### src/can_bt_defines.svh
// Constants for the CAN bit timing logic: register indices, fields, resets.
// Assumes inclusion by bare name from every design file that needs it.
//
// Function
// - Sync segment fixed at one quantum.
// - Propagation segment one to eight quanta.
// - Phase 1 one-eight, phase 2 one-eight quanta.
// - Sample point at end of phase 1.
// - Optional triple sample with majority vote.
// - Processing time two quanta after sample.
// - Quantum is two times prescaler plus one.
// - Jump width equals field plus one.
// - Hard sync on falling edge while idle.
// - At most one synchronization per bit.
// - Only recessive-to-dominant edges synchronize.
// - Edge used only if previous sample differs.
// - Phase error measured relative to sync segment.
// - Small phase error acts as hard sync.
// - Large positive error lengthens phase 1 by width.
// - Large negative error shortens phase 2 by width.
// - Transmitter ignores positive phase errors.
// - Phase 2 from field or max(phase1, two).
// - Timing registers writable only in configuration mode.
// - Segment fields encode value plus one.
`ifndef CAN_BT_DEFINES_SVH
`define CAN_BT_DEFINES_SVH
// Register indices; byte address is four times the index.
`define CFG3_IDX       8'h28
`define CFG2_IDX       8'h29
`define CFG1_IDX       8'h2A
`define CTRL_IDX       8'h30
`define STAT_IDX       8'h31
// Field positions.
`define CFG1_JUMP_MSB  7
`define CFG1_JUMP_LSB  6
`define CFG1_PRE_MSB   5
`define CFG2_P2SEL_BIT 7
`define CFG2_TRIPLE    6
`define CFG2_PH1_MSB   5
`define CFG2_PH1_LSB   3
`define CFG2_PROP_MSB  2
`define CFG3_PH2_MSB   2
`define CFG3_IMPL_MASK 8'hC7
// Reset values.
`define CFG_RST        8'h00
`define CTRL_RST       1'b1
// Timing in quanta.
`define PROC_TQ        4'h2
`endif

### src/can_bt_pkg.sv
// Types shared by the bit timing modules.
// Assumes nothing of its surroundings.
package can_bt_pkg;
    // Gray coded along sync, propagation, phase 1, phase 2.
    typedef enum logic [1:0] {
        SEG_SYNC = 2'b00,
        SEG_PROP = 2'b01,
        SEG_PH1  = 2'b11,
        SEG_PH2  = 2'b10
    } seg_t;
endpackage : can_bt_pkg

### src/tq_tick_if.sv
// Quantum and half-quantum enable pulses from the prescaler to users.
// Assumes one clock for all parties.
`timescale 1ns/1ps
interface tq_tick_if;
    logic tq_tick;
    logic half_tick;
    modport gen (output tq_tick, output half_tick);
    modport use_side (input tq_tick, input half_tick);
endinterface : tq_tick_if

### src/quantum_prescaler_gen.sv
// Time quantum divider: one tick every 2*(prescale+1) clocks.
// Assumes core_clk is the oscillator and restart is a one-cycle pulse.
`timescale 1ns/1ps
`include "can_bt_defines.svh"
module quantum_prescaler_gen (
    // Clock and reset.
    input  wire logic       core_clk,
    input  wire logic       rstn,
    // Control.
    input  wire logic [5:0] prescale,
    input  wire logic       restart,
    // Ticks.
    tq_tick_if.gen          ticks
);
    logic [6:0] cnt;
    logic [6:0] next_cnt;
    logic [6:0] top;
    logic [6:0] gap;

    // Top count is 2*prescale+1, half tick halfway through.
    assign top             = {prescale, 1'b1};
    assign ticks.tq_tick   = (cnt == top);
    assign ticks.half_tick = (cnt == {1'b0, prescale});

    // Restart realigns the quantum with the synchronizing edge.
    always_comb begin
        if (restart || ticks.tq_tick) begin
            next_cnt = 7'h00;
        end else begin
            next_cnt = cnt + 7'h01;
        end
    end

    always_ff @(posedge core_clk) begin
        if (!rstn) begin
            cnt <= 7'h00;
            gap <= 7'h00;
        end else begin
            cnt <= next_cnt;
            gap <= (restart || ticks.tq_tick) ? 7'h00 : gap + 7'h01;
        end
    end

    // A tick only ends a run of exactly top+1 clocks, and two ticks never touch,
    // which also covers the two-clock quantum of a zero prescaler.
    a_tq_period: assert property (@(posedge core_clk) disable iff (!rstn)
        ticks.tq_tick |-> gap == top)
        else $error("Quantum tick at wrong count.");
    a_tq_spacing: assert property (@(posedge core_clk) disable iff (!rstn)
        ticks.tq_tick |=> !ticks.tq_tick)
        else $error("Quantum tick repeated too soon.");
endmodule : quantum_prescaler_gen

### src/majority_sampler.sv
// Keeps the two receive samples taken half a quantum apart ahead of the
// sample point and forms the bit value. Assumes the pin is synchronous.
`timescale 1ns/1ps
module majority_sampler (
    // Clock and reset.
    input  wire logic core_clk,
    input  wire logic rstn,
    // Pin and control.
    input  wire logic rx,
    input  wire logic triple_en,
    tq_tick_if.use_side ticks,
    // Result.
    output logic      vote
);
    logic [1:0] hist;
    logic [1:0] next_hist;

    // Shift on every half quantum so the two latest are -1.0 and -0.5 TQ.
    always_comb begin
        if (ticks.tq_tick || ticks.half_tick) begin
            next_hist = {hist[0], rx};
        end else begin
            next_hist = hist;
        end
    end

    always_ff @(posedge core_clk) begin
        if (!rstn) begin
            hist <= 2'b11;
        end else begin
            hist <= next_hist;
        end
    end

    // Majority of three, or the single present sample.
    assign vote = triple_en ? ((hist[1] & hist[0]) | (hist[1] & rx) | (hist[0] & rx))
                            : rx;

    a_vote_single: assert property (@(posedge core_clk) disable iff (!rstn)
        !triple_en |-> vote == rx)
        else $error("Single sample does not follow pin.");
endmodule : majority_sampler

### src/can_bit_timing_logic.sv
// Bit timing and synchronization of a CAN node with an APB register port.
// Assumes bus_idle and transmitting come from the protocol logic in the
// same clock domain and that the receive pin is already synchronous.
`timescale 1ns/1ps
`include "can_bt_defines.svh"
module can_bit_timing_logic (
    // Clock and reset.
    input  wire logic        core_clk,
    input  wire logic        rstn,
    // APB slave.
    input  wire logic        psel,
    input  wire logic        penable,
    input  wire logic        pwrite,
    input  wire logic [9:0]  paddr,
    input  wire logic [31:0] pwdata,
    output logic [31:0]      prdata,
    output logic             pready,
    output logic             pslverr,
    // Bus pin and protocol side.
    input  wire logic        bus_receive_pin,
    input  wire logic        bus_idle,
    input  wire logic        transmitting,
    output logic             rx_bit,
    output logic             rx_bit_valid
);
    // ------------------------------------------------------------
    // Register file
    // ------------------------------------------------------------
    logic [7:0]  bit_timing_config_1;
    logic [7:0]  bit_timing_config_2;
    logic [7:0]  bit_timing_config_3;
    logic        config_mode;
    logic [7:0]  next_cfg1;
    logic [7:0]  next_cfg2;
    logic [7:0]  next_cfg3;
    logic        next_config_mode;
    logic [31:0] next_prdata;
    logic        wr;
    logic        mapped;
    logic [7:0]  idx;
    logic [7:0]  status_word;

    assign idx    = paddr[9:2];
    assign wr     = psel && penable && pwrite;
    assign pready = 1'b1;
    // Only word-aligned known indices answer without error.
    always_comb begin
        if (paddr[1:0] != 2'b00) begin
            mapped = 1'b0;
        end else if (idx == `CFG1_IDX || idx == `CFG2_IDX || idx == `CFG3_IDX) begin
            mapped = 1'b1;
        end else if (idx == `CTRL_IDX || idx == `STAT_IDX) begin
            mapped = 1'b1;
        end else begin
            mapped = 1'b0;
        end
    end
    assign pslverr = psel && penable && !mapped;

    // Timing writes outside configuration mode are dropped silently.
    always_comb begin
        next_cfg1        = bit_timing_config_1;
        next_cfg2        = bit_timing_config_2;
        next_cfg3        = bit_timing_config_3;
        next_config_mode = config_mode;
        if (wr && mapped && config_mode && idx == `CFG1_IDX) begin
            next_cfg1 = pwdata[7:0];
        end else if (wr && mapped && config_mode && idx == `CFG2_IDX) begin
            next_cfg2 = pwdata[7:0];
        end else if (wr && mapped && config_mode && idx == `CFG3_IDX) begin
            next_cfg3 = pwdata[7:0] & `CFG3_IMPL_MASK;
        end else if (wr && mapped && idx == `CTRL_IDX) begin
            next_config_mode = pwdata[0];
        end
    end

    // Read data is captured in the setup cycle so it comes from a flop.
    always_comb begin
        next_prdata = prdata;
        if (psel && !penable) begin
            if (paddr[1:0] != 2'b00) begin
                next_prdata = 32'h0000_0000;
            end else if (idx == `CFG1_IDX) begin
                next_prdata = {24'h000000, bit_timing_config_1};
            end else if (idx == `CFG2_IDX) begin
                next_prdata = {24'h000000, bit_timing_config_2};
            end else if (idx == `CFG3_IDX) begin
                next_prdata = {24'h000000, bit_timing_config_3};
            end else if (idx == `CTRL_IDX) begin
                next_prdata = {31'h0000_0000, config_mode};
            end else if (idx == `STAT_IDX) begin
                next_prdata = {24'h000000, status_word};
            end else begin
                next_prdata = 32'h0000_0000;
            end
        end
    end

    always_ff @(posedge core_clk) begin
        if (!rstn) begin
            bit_timing_config_1 <= `CFG_RST;
            bit_timing_config_2 <= `CFG_RST;
            bit_timing_config_3 <= `CFG_RST;
            config_mode         <= `CTRL_RST;
            prdata              <= 32'h0000_0000;
        end else begin
            bit_timing_config_1 <= next_cfg1;
            bit_timing_config_2 <= next_cfg2;
            bit_timing_config_3 <= next_cfg3;
            config_mode         <= next_config_mode;
            prdata              <= next_prdata;
        end
    end

    // ------------------------------------------------------------
    // Decoded lengths in quanta
    // ------------------------------------------------------------
    logic [5:0] quantum_prescaler;
    logic [3:0] jump_width;
    logic [3:0] prop_len;
    logic [3:0] ph1_len;
    logic [3:0] ps2_len;
    logic       triple_sample_en;
    logic       phase2_length_select;

    assign quantum_prescaler    = bit_timing_config_1[`CFG1_PRE_MSB:0];
    assign jump_width           = {2'b00, bit_timing_config_1[`CFG1_JUMP_MSB:`CFG1_JUMP_LSB]}
                                  + 4'h1;
    assign triple_sample_en     = bit_timing_config_2[`CFG2_TRIPLE];
    assign phase2_length_select = bit_timing_config_2[`CFG2_P2SEL_BIT];
    assign prop_len = {1'b0, bit_timing_config_2[`CFG2_PROP_MSB:0]} + 4'h1;
    assign ph1_len  = {1'b0, bit_timing_config_2[`CFG2_PH1_MSB:`CFG2_PH1_LSB]}
                      + 4'h1;
    // Without the select bit phase 2 follows phase 1 but never drops below
    // the processing time, so a one-quantum phase 1 still works.
    always_comb begin
        if (phase2_length_select) begin
            ps2_len = {1'b0, bit_timing_config_3[`CFG3_PH2_MSB:0]} + 4'h1;
        end else if (ph1_len > `PROC_TQ) begin
            ps2_len = ph1_len;
        end else begin
            ps2_len = `PROC_TQ;
        end
    end

    // ------------------------------------------------------------
    // Quantum divider and sampler
    // ------------------------------------------------------------
    tq_tick_if ticks ();
    logic restart;
    logic vote;

    quantum_prescaler_gen u_prescaler (
        .core_clk (core_clk),
        .rstn     (rstn),
        .prescale (quantum_prescaler),
        .restart  (restart),
        .ticks    (ticks.gen)
    );

    majority_sampler u_sampler (
        .core_clk  (core_clk),
        .rstn      (rstn),
        .rx        (bus_receive_pin),
        .triple_en (triple_sample_en),
        .ticks     (ticks.use_side),
        .vote      (vote)
    );

    // ------------------------------------------------------------
    // Bit segment sequencer and synchronization
    // ------------------------------------------------------------
    can_bt_pkg::seg_t seg;
    can_bt_pkg::seg_t next_seg;
    logic [3:0] cnt;
    logic [3:0] next_cnt;
    logic [3:0] ph1_ext;
    logic [3:0] next_ph1_ext;
    logic [3:0] ph2_cut;
    logic [3:0] next_ph2_cut;
    logic       synced;
    logic       next_synced;
    logic       bit_pend;
    logic       next_bit_pend;
    logic       next_rx_bit;
    logic       next_rx_bit_valid;
    logic       rx_prev;
    logic       fall_edge;
    logic       edge_ok;
    logic [3:0] ph1_end;
    logic [3:0] ph2_end;
    logic [4:0] err_pos;
    logic [3:0] err_neg;
    logic       sample_now;

    // Recessive is high; only a high-to-low step may synchronize, and only
    // when the last sampled bit was recessive.
    assign fall_edge = rx_prev && !bus_receive_pin;
    assign edge_ok   = fall_edge && rx_bit;
    assign ph1_end   = ph1_len + ph1_ext;
    assign ph2_end   = ps2_len - ph2_cut;
    // Positive error counts quanta since sync ended, negative counts the
    // quanta still left in phase 2.
    always_comb begin
        if (seg == can_bt_pkg::SEG_PROP) begin
            err_pos = {1'b0, cnt} + 5'h01;
        end else begin
            err_pos = {1'b0, prop_len} + {1'b0, cnt} + 5'h01;
        end
    end
    assign err_neg    = ph2_end - cnt;
    assign sample_now = ticks.tq_tick && seg == can_bt_pkg::SEG_PH1
                        && cnt == ph1_end - 4'h1;

    // Next-state logic; a restart beats the quantum tick.
    always_comb begin
        next_seg          = seg;
        next_cnt          = cnt;
        next_ph1_ext      = ph1_ext;
        next_ph2_cut      = ph2_cut;
        next_synced       = synced;
        next_bit_pend     = bit_pend;
        next_rx_bit       = rx_bit;
        next_rx_bit_valid = 1'b0;
        restart           = 1'b0;
        if (edge_ok && !synced) begin
            if (bus_idle) begin
                restart = 1'b1;
            end else begin
                case (seg)
                    can_bt_pkg::SEG_SYNC: begin
                        next_synced = 1'b1;
                    end
                    can_bt_pkg::SEG_PROP, can_bt_pkg::SEG_PH1: begin
                        if (transmitting) begin
                            next_synced = synced;
                        end else if (err_pos <= {1'b0, jump_width}) begin
                            restart = 1'b1;
                        end else begin
                            next_ph1_ext = jump_width;
                            next_synced  = 1'b1;
                        end
                    end
                    default: begin
                        if (err_neg <= jump_width) begin
                            restart = 1'b1;
                        end else begin
                            next_ph2_cut = jump_width;
                            next_synced  = 1'b1;
                        end
                    end
                endcase
            end
        end
        if (restart) begin
            next_seg          = can_bt_pkg::SEG_SYNC;
            next_cnt          = 4'h0;
            next_ph1_ext      = 4'h0;
            next_ph2_cut      = 4'h0;
            next_synced       = 1'b1;
            next_bit_pend     = 1'b0;
            next_rx_bit_valid = bit_pend;
        end else if (ticks.tq_tick) begin
            next_cnt = cnt + 4'h1;
            case (seg)
                can_bt_pkg::SEG_SYNC: begin
                    next_seg = can_bt_pkg::SEG_PROP;
                    next_cnt = 4'h0;
                end
                can_bt_pkg::SEG_PROP: begin
                    if (cnt == prop_len - 4'h1) begin
                        next_seg = can_bt_pkg::SEG_PH1;
                        next_cnt = 4'h0;
                    end
                end
                can_bt_pkg::SEG_PH1: begin
                    if (sample_now) begin
                        next_seg      = can_bt_pkg::SEG_PH2;
                        next_cnt      = 4'h0;
                        next_rx_bit   = vote;
                        next_bit_pend = 1'b1;
                        next_ph1_ext  = 4'h0;
                    end
                end
                default: begin
                    if (bit_pend && cnt == `PROC_TQ - 4'h1) begin
                        next_rx_bit_valid = 1'b1;
                        next_bit_pend     = 1'b0;
                    end
                    if (cnt == ph2_end - 4'h1) begin
                        next_seg          = can_bt_pkg::SEG_SYNC;
                        next_cnt          = 4'h0;
                        next_ph2_cut      = 4'h0;
                        next_synced       = 1'b0;
                        next_bit_pend     = 1'b0;
                        next_rx_bit_valid = bit_pend || next_rx_bit_valid;
                    end
                end
            endcase
        end
    end

    always_ff @(posedge core_clk) begin
        if (!rstn) begin
            seg          <= can_bt_pkg::SEG_SYNC;
            cnt          <= 4'h0;
            ph1_ext      <= 4'h0;
            ph2_cut      <= 4'h0;
            synced       <= 1'b0;
            bit_pend     <= 1'b0;
            rx_bit       <= 1'b1;
            rx_bit_valid <= 1'b0;
            rx_prev      <= 1'b1;
        end else begin
            seg          <= next_seg;
            cnt          <= next_cnt;
            ph1_ext      <= next_ph1_ext;
            ph2_cut      <= next_ph2_cut;
            synced       <= next_synced;
            bit_pend     <= next_bit_pend;
            rx_bit       <= next_rx_bit;
            rx_bit_valid <= next_rx_bit_valid;
            rx_prev      <= bus_receive_pin;
        end
    end

    assign status_word = {2'b00, seg, synced, bit_pend, config_mode, rx_bit};

    // ------------------------------------------------------------
    // Checks
    // ------------------------------------------------------------
    a_sync_one_tq: assert property (@(posedge core_clk) disable iff (!rstn)
        seg == can_bt_pkg::SEG_SYNC && ticks.tq_tick && !restart |=> seg == can_bt_pkg::SEG_PROP)
        else $error("Sync segment longer than one quantum.");
    a_cfg_locked: assert property (@(posedge core_clk) disable iff (!rstn)
        wr && !config_mode |=> $stable(bit_timing_config_1) && $stable(bit_timing_config_2)
        && $stable(bit_timing_config_3))
        else $error("Timing register changed outside configuration mode.");
    a_hard_restart: assert property (@(posedge core_clk) disable iff (!rstn)
        edge_ok && !synced && bus_idle |=> seg == can_bt_pkg::SEG_SYNC && cnt == 4'h0 && synced)
        else $error("Idle edge did not restart the bit.");
    a_one_sync: assert property (@(posedge core_clk) disable iff (!rstn)
        restart |=> synced)
        else $error("Second synchronization in one bit.");
    a_rise_ignored: assert property (@(posedge core_clk) disable iff (!rstn)
        !rx_prev && bus_receive_pin |-> !restart && (synced || !next_synced))
        else $error("Rising edge used for synchronization.");
    a_tx_no_pos: assert property (@(posedge core_clk) disable iff (!rstn)
        transmitting && !bus_idle && (seg == can_bt_pkg::SEG_PROP || seg == can_bt_pkg::SEG_PH1)
        |-> !restart)
        else $error("Transmitter resynchronized on positive error.");
    a_ext_width: assert property (@(posedge core_clk) disable iff (!rstn)
        $rose(ph1_ext != 4'h0) |-> ph1_ext == jump_width)
        else $error("Phase 1 lengthened by wrong amount.");
    a_cut_width: assert property (@(posedge core_clk) disable iff (!rstn)
        $rose(ph2_cut != 4'h0) |-> ph2_cut == jump_width)
        else $error("Phase 2 shortened by wrong amount.");
    a_bit_after_ipt: assert property (@(posedge core_clk) disable iff (!rstn)
        sample_now && !restart |=> bit_pend ##[1:300] rx_bit_valid)
        else $error("Sampled bit not handed on in time.");
endmodule : can_bit_timing_logic

### config.mk
export PLATFORM = sky130hd
export DESIGN_NAME = can_bit_timing_logic
export DESIGN_NICKNAME = d
export VERILOG_FILES = /design/src/can_bt_pkg.sv /design/src/tq_tick_if.sv /design/src/quantum_prescaler_gen.sv /design/src/majority_sampler.sv /design/src/can_bit_timing_logic.sv
export VERILOG_INCLUDE_DIRS = /design/src /design/src/src
export SDC_FILE = /design/constraint.sdc
export NUM_CORES = 1
export LEC_CHECK = 0
export CAP_MARGIN = 20
export CORE_MARGIN = 10
export CORE_UTILIZATION = 45
export CTS_CLUSTER_DIAMETER = 40
export DETAILED_ROUTE_END_ITERATION = 8
export DONT_BUFFER_PORTS = 1
export GPL_ROUTABILITY_DRIVEN = 1
export GPL_TIMING_DRIVEN = 0
export PLACE_DENSITY = 0.65
export SETUP_SLACK_MARGIN = 0.15
export SYNTH_ARGS = -nofsm -noshare
export SYNTH_HDL_FRONTEND = slang
export SYNTH_HIERARCHICAL = 1
export SYNTH_SLANG_ARGS = --single-unit
### constraint.sdc
create_clock -name core_clk -period 5.56 [get_ports core_clk]
set_input_delay 0 -clock core_clk [delete_from_list [all_inputs] [get_ports core_clk]]
set_output_delay 0 -clock core_clk [all_outputs]
set_load 0.1 [all_outputs]
==> impl_metrics.py <==
metrics = {
    "setup_path": {
        "cp-start-kind": "register",
        "reg2regPathDepth": 21,
        "rr_endpoint": "u_prescaler/cnt[6]",
        "regToRegSetupSlack_ns": 0.56,
        "cp.required_ns": 5.83,
        "reg2reg_from": "bit_timing_config_2[3]",
        "cp.arrival_ns": 5.27,
        "setup.worst_path.class": "register to register",
        "worstPathMaxFanout": 7,
        "worst_setup_path_end_kind": "register",
    },
    "cts": {
        "cts_buffer_depth": 2,
        "tritoncts": "built",
        "root_buffer": "clkbuf_8",
        "htreeDepth": 3,
        "clkTransAtPathRegs_ns": 0.07,
        "cts.sinks": 58,
        "cts_buffers": 9,
        "clkLatencyLatePin_ns": 0.34,
    },
    "placement": {
        "placed_area_sq_um": 4400,
        "io_buffers": 0,
        "gp_congestion": 0.861,
        "placed_cells": 620,
        "post-dp-hpwl_um": 7820,
    },
    "synthesis": {
        "synthArstFlopShare": 0,
        "synth_compound_area_frac": 0.147,
        "synth_top_family_by_area": "simple AND/OR/NAND/NOR gates",
        "synth.area.mux_share": 0.0800,
        "ys_seq_elements": 58,
        "synth_xor_area_frac": 0.0957,
        "yosys_warnings": 6,
        "synth_edf_count": 0,
        "synthCells": 485,
        "synth_cell_types": 67,
        "synthAdderAreaFrac": 0.106,
        "seq_area_frac_synth": 0.279,
        "yosysTopAreaCellShare": 0.279,
        "yosys.area.top_type": "dfxtp_1",
        "avgSynthCellArea_sq_um": 8.58,
        "syn-cell-area_sq_um": 4160,
        "dominantRegCellSynth": "dfxtp_1",
        "synthSimpleGateAreaFrac": 0.190,
        "synth_area_leaders": "dfxtp_1, ha_1, mux2i_1, xnor2_1, buf_4",
    },
    "sta": {
        "relSlewSlack": 0.270,
        "fin_crit_ns": 5.00,
        "max_freq_mhz": 200,
        "skew_ns": 0.0112,
        "setup_tns_ns": 0,
        "finalCritPeriodShare": 0.899,
        "rsz0062_at_grt": "no",
        "final-hold-violation-count": 0,
        "drv_slew": 0,
        "setup_viol": 0,
        "worstMarginPinSlew_ns": 1.09,
    },
    "global_routing": {
        "globalRouteOverflowTotal": 0,
        "grt_max_degree": 11,
        "met3_usage": 0.0354,
        "antenna_found_initial": 0,
        "busiest_layer": "met2",
        "use_met2": 0.268,
        "grtUsageMet1": 0.175,
        "track_usage": 0.151,
        "grt_pass1_wl_um": 16400,
        "grt_pass1_vias": 3384,
    },
    "final_layout": {
        "final_cell_mix": "dfxtp_1, nor2_1, inv_1, nand2_1, mux2i_1",
        "layout_commonest_cell": "dfxtp_1",
        "antennaDiodeCount": 0,
        "drive_above_1_share": 0.139,
        "nets": 617,
        "area_delta_synth_final_pct": 15.0,
        "layout.cells.non_filler": 650,
        "design_area_sq_um": 4780,
    },
    "flow_run": {
        "max_cap_violations": 0,
    },
    "route": {
        "num_vias": 3372,
        "drcViolationCount": 0,
        "first_iter_violations": 174,
        "antenna_left": 0,
        "route.detailed.wl_per_inst_um": 15.4,
        "viasPerCell": 5.19,
        "wirelength_um": 10000,
        "drtPass1Iterations": 4,
    },
    "die": {
        "core_area_sq_um": 9110,
        "pin_count": 86,
        "fp.dieH_um": 116,
        "start_util": 0.457,
        "rows": 35,
        "die-area_sq_um": 13500,
        "die_width_um": 116,
    },
    "worst_hold_path": {
        "worstHoldPathType": "primary input to register",
        "holdPathEnd": "synced",
        "holdCritStartpoint": "transmitting",
        "min_delay_path_depth": 3,
    },
    "run_status": {
        "outcome": "complete, no violations",
    },
    "power_and_ir_drop": {
        "power_density_nw_per_um2": 224,
        "ir_drop_v": 0.0000969,
        "power.leakage_uw": 0.00200,
    },
}
[cell families (layout without fill, tap and decap cells)]
kind of cell | Yosys count | in the layout
xor+xnor | 43 | 43
mux | 33 | 33
other cells | 2 | 25
buf+inv | 78 | 109
fa+ha+maj | 33 | 33
simple gates | 153 | 153
flops | 58 | 58
compound gates | 85 | 85
[state kept, by name, indices dropped and copies added, names as in the netlist, 2 cells and up]
register and flops:
bit_timing_config_1 8, prdata 8, u_sampler/hist 2, ph1_ext 4, bit_timing_config_2 8, cnt 4, bit_timing_config_3 5, seg 2
u_prescaler/cnt 7, ph2_cut 4
[final cells by class]
| type | count | area (sq um) |
|---|---|---|
| clock buffer | 12 | 165 |
| timing repair buffer | 15 | 155 |
| clock inverter | 4 | 72.6 |
| tap | 111 | 139 |
| buffer | 46 | 293 |
| sequential | 58 | 1160 |
| inverter | 32 | 120 |
| multi-input combinational | 372 | 2680 |
| fill | 878 | 4330 |
[routing by layer]
| layer | wire [um] | vias to the layer above |
|---|---|---|
| met3 | 379 | 14 |
| met5 | 0 | - |
| met2 | 5110 | 48 |
| met1 | 4390 | 1590 |
| met4 | 151 | 0 |
| li1 | - | 1720 |
[critical path, cell delays in order (launching register included)]
cell and delay, ns:
dfxtp_1 0.50, ha_1 0.22, xor2_1 0.27, inv_1 0.11
nand2_1 0.08, nand2_1 0.05, mux2_2 0.28, inv_1 0.09
fa_1 0.49, fa_1 0.52, inv_1 0.04, ha_1 0.27
nor2b_1 0.12, o21ai_0 0.08, a32oi_1 0.27, nor2_1 0.15
a221oi_4 0.41, or2_2 0.22, inv_1 0.03, nand2b_1 0.26
a2111o_1 0.34, a21oi_1 0.13
[synthesized netlist by cell type (4+ instances only)]
library cell   n
a211oi_1       7
a21oi_1       26
a22oi_1        5
a31oi_1        5
and2_1         4
and3_1         8
buf_2          6
buf_4         28
clkbuf_1      11
dfxtp_1       58
fa_1           4
ha_1          29
inv_1         32
mux2i_1       31
nand2_1       31
nand2b_1       9
nand3_1        6
nor2_1        50
nor2b_1       13
nor3_1         5
nor4_1         4
o21ai_0       15
xnor2_1       25
xor2_1        16
[repair_timing]
item / 4_1_cts / 5_1_grt
setup buffers: 0 / 0
endpoints found under the hold margin: 29 / 0
gates resized for setup: 0 / 0
hold buffers: 14 / 0
[how the worst max path moves through the flow]
stage / start / end / slack, ns
floorplan: bit_timing_config_2[3] / u_prescaler/cnt[5] / 1.28
global placement: bit_timing_config_2[3] / u_prescaler/cnt[5] / 0.75
detailed placement: bit_timing_config_2[3] / u_prescaler/cnt[6] / 0.63
CTS: bit_timing_config_2[3] / u_prescaler/cnt[6] / 0.59
global route: bit_timing_config_2[3] / u_prescaler/cnt[6] / 0.30
finish: bit_timing_config_2[3] / u_prescaler/cnt[6] / 0.56
[per-stage QoR]
step,hold WS (ns),worst slack [ns],utilization,power (uW)
4_1_cts,0.0231,0.591,0.525,1070
3_3_place_gp,0.0925,0.746,0.481,599
5_1_grt,0.0706,0.298,0.525,1110
2_1_floorplan,0.0903,1.28,-,584
3_5_place_dp,0.0971,0.626,0.483,603
6_report,0.0352,0.563,0.525,1070
[report_power, final]
| part | switching (uW) | internal [uW] |
|---|---|---|
| combinational | 128 | 49.2 |
| clock | 175 | 288 |
| sequential | 6.41 | 422 |
| total | 310 | 759 |
No activity file was read; power rests on OpenSTA's default activity.
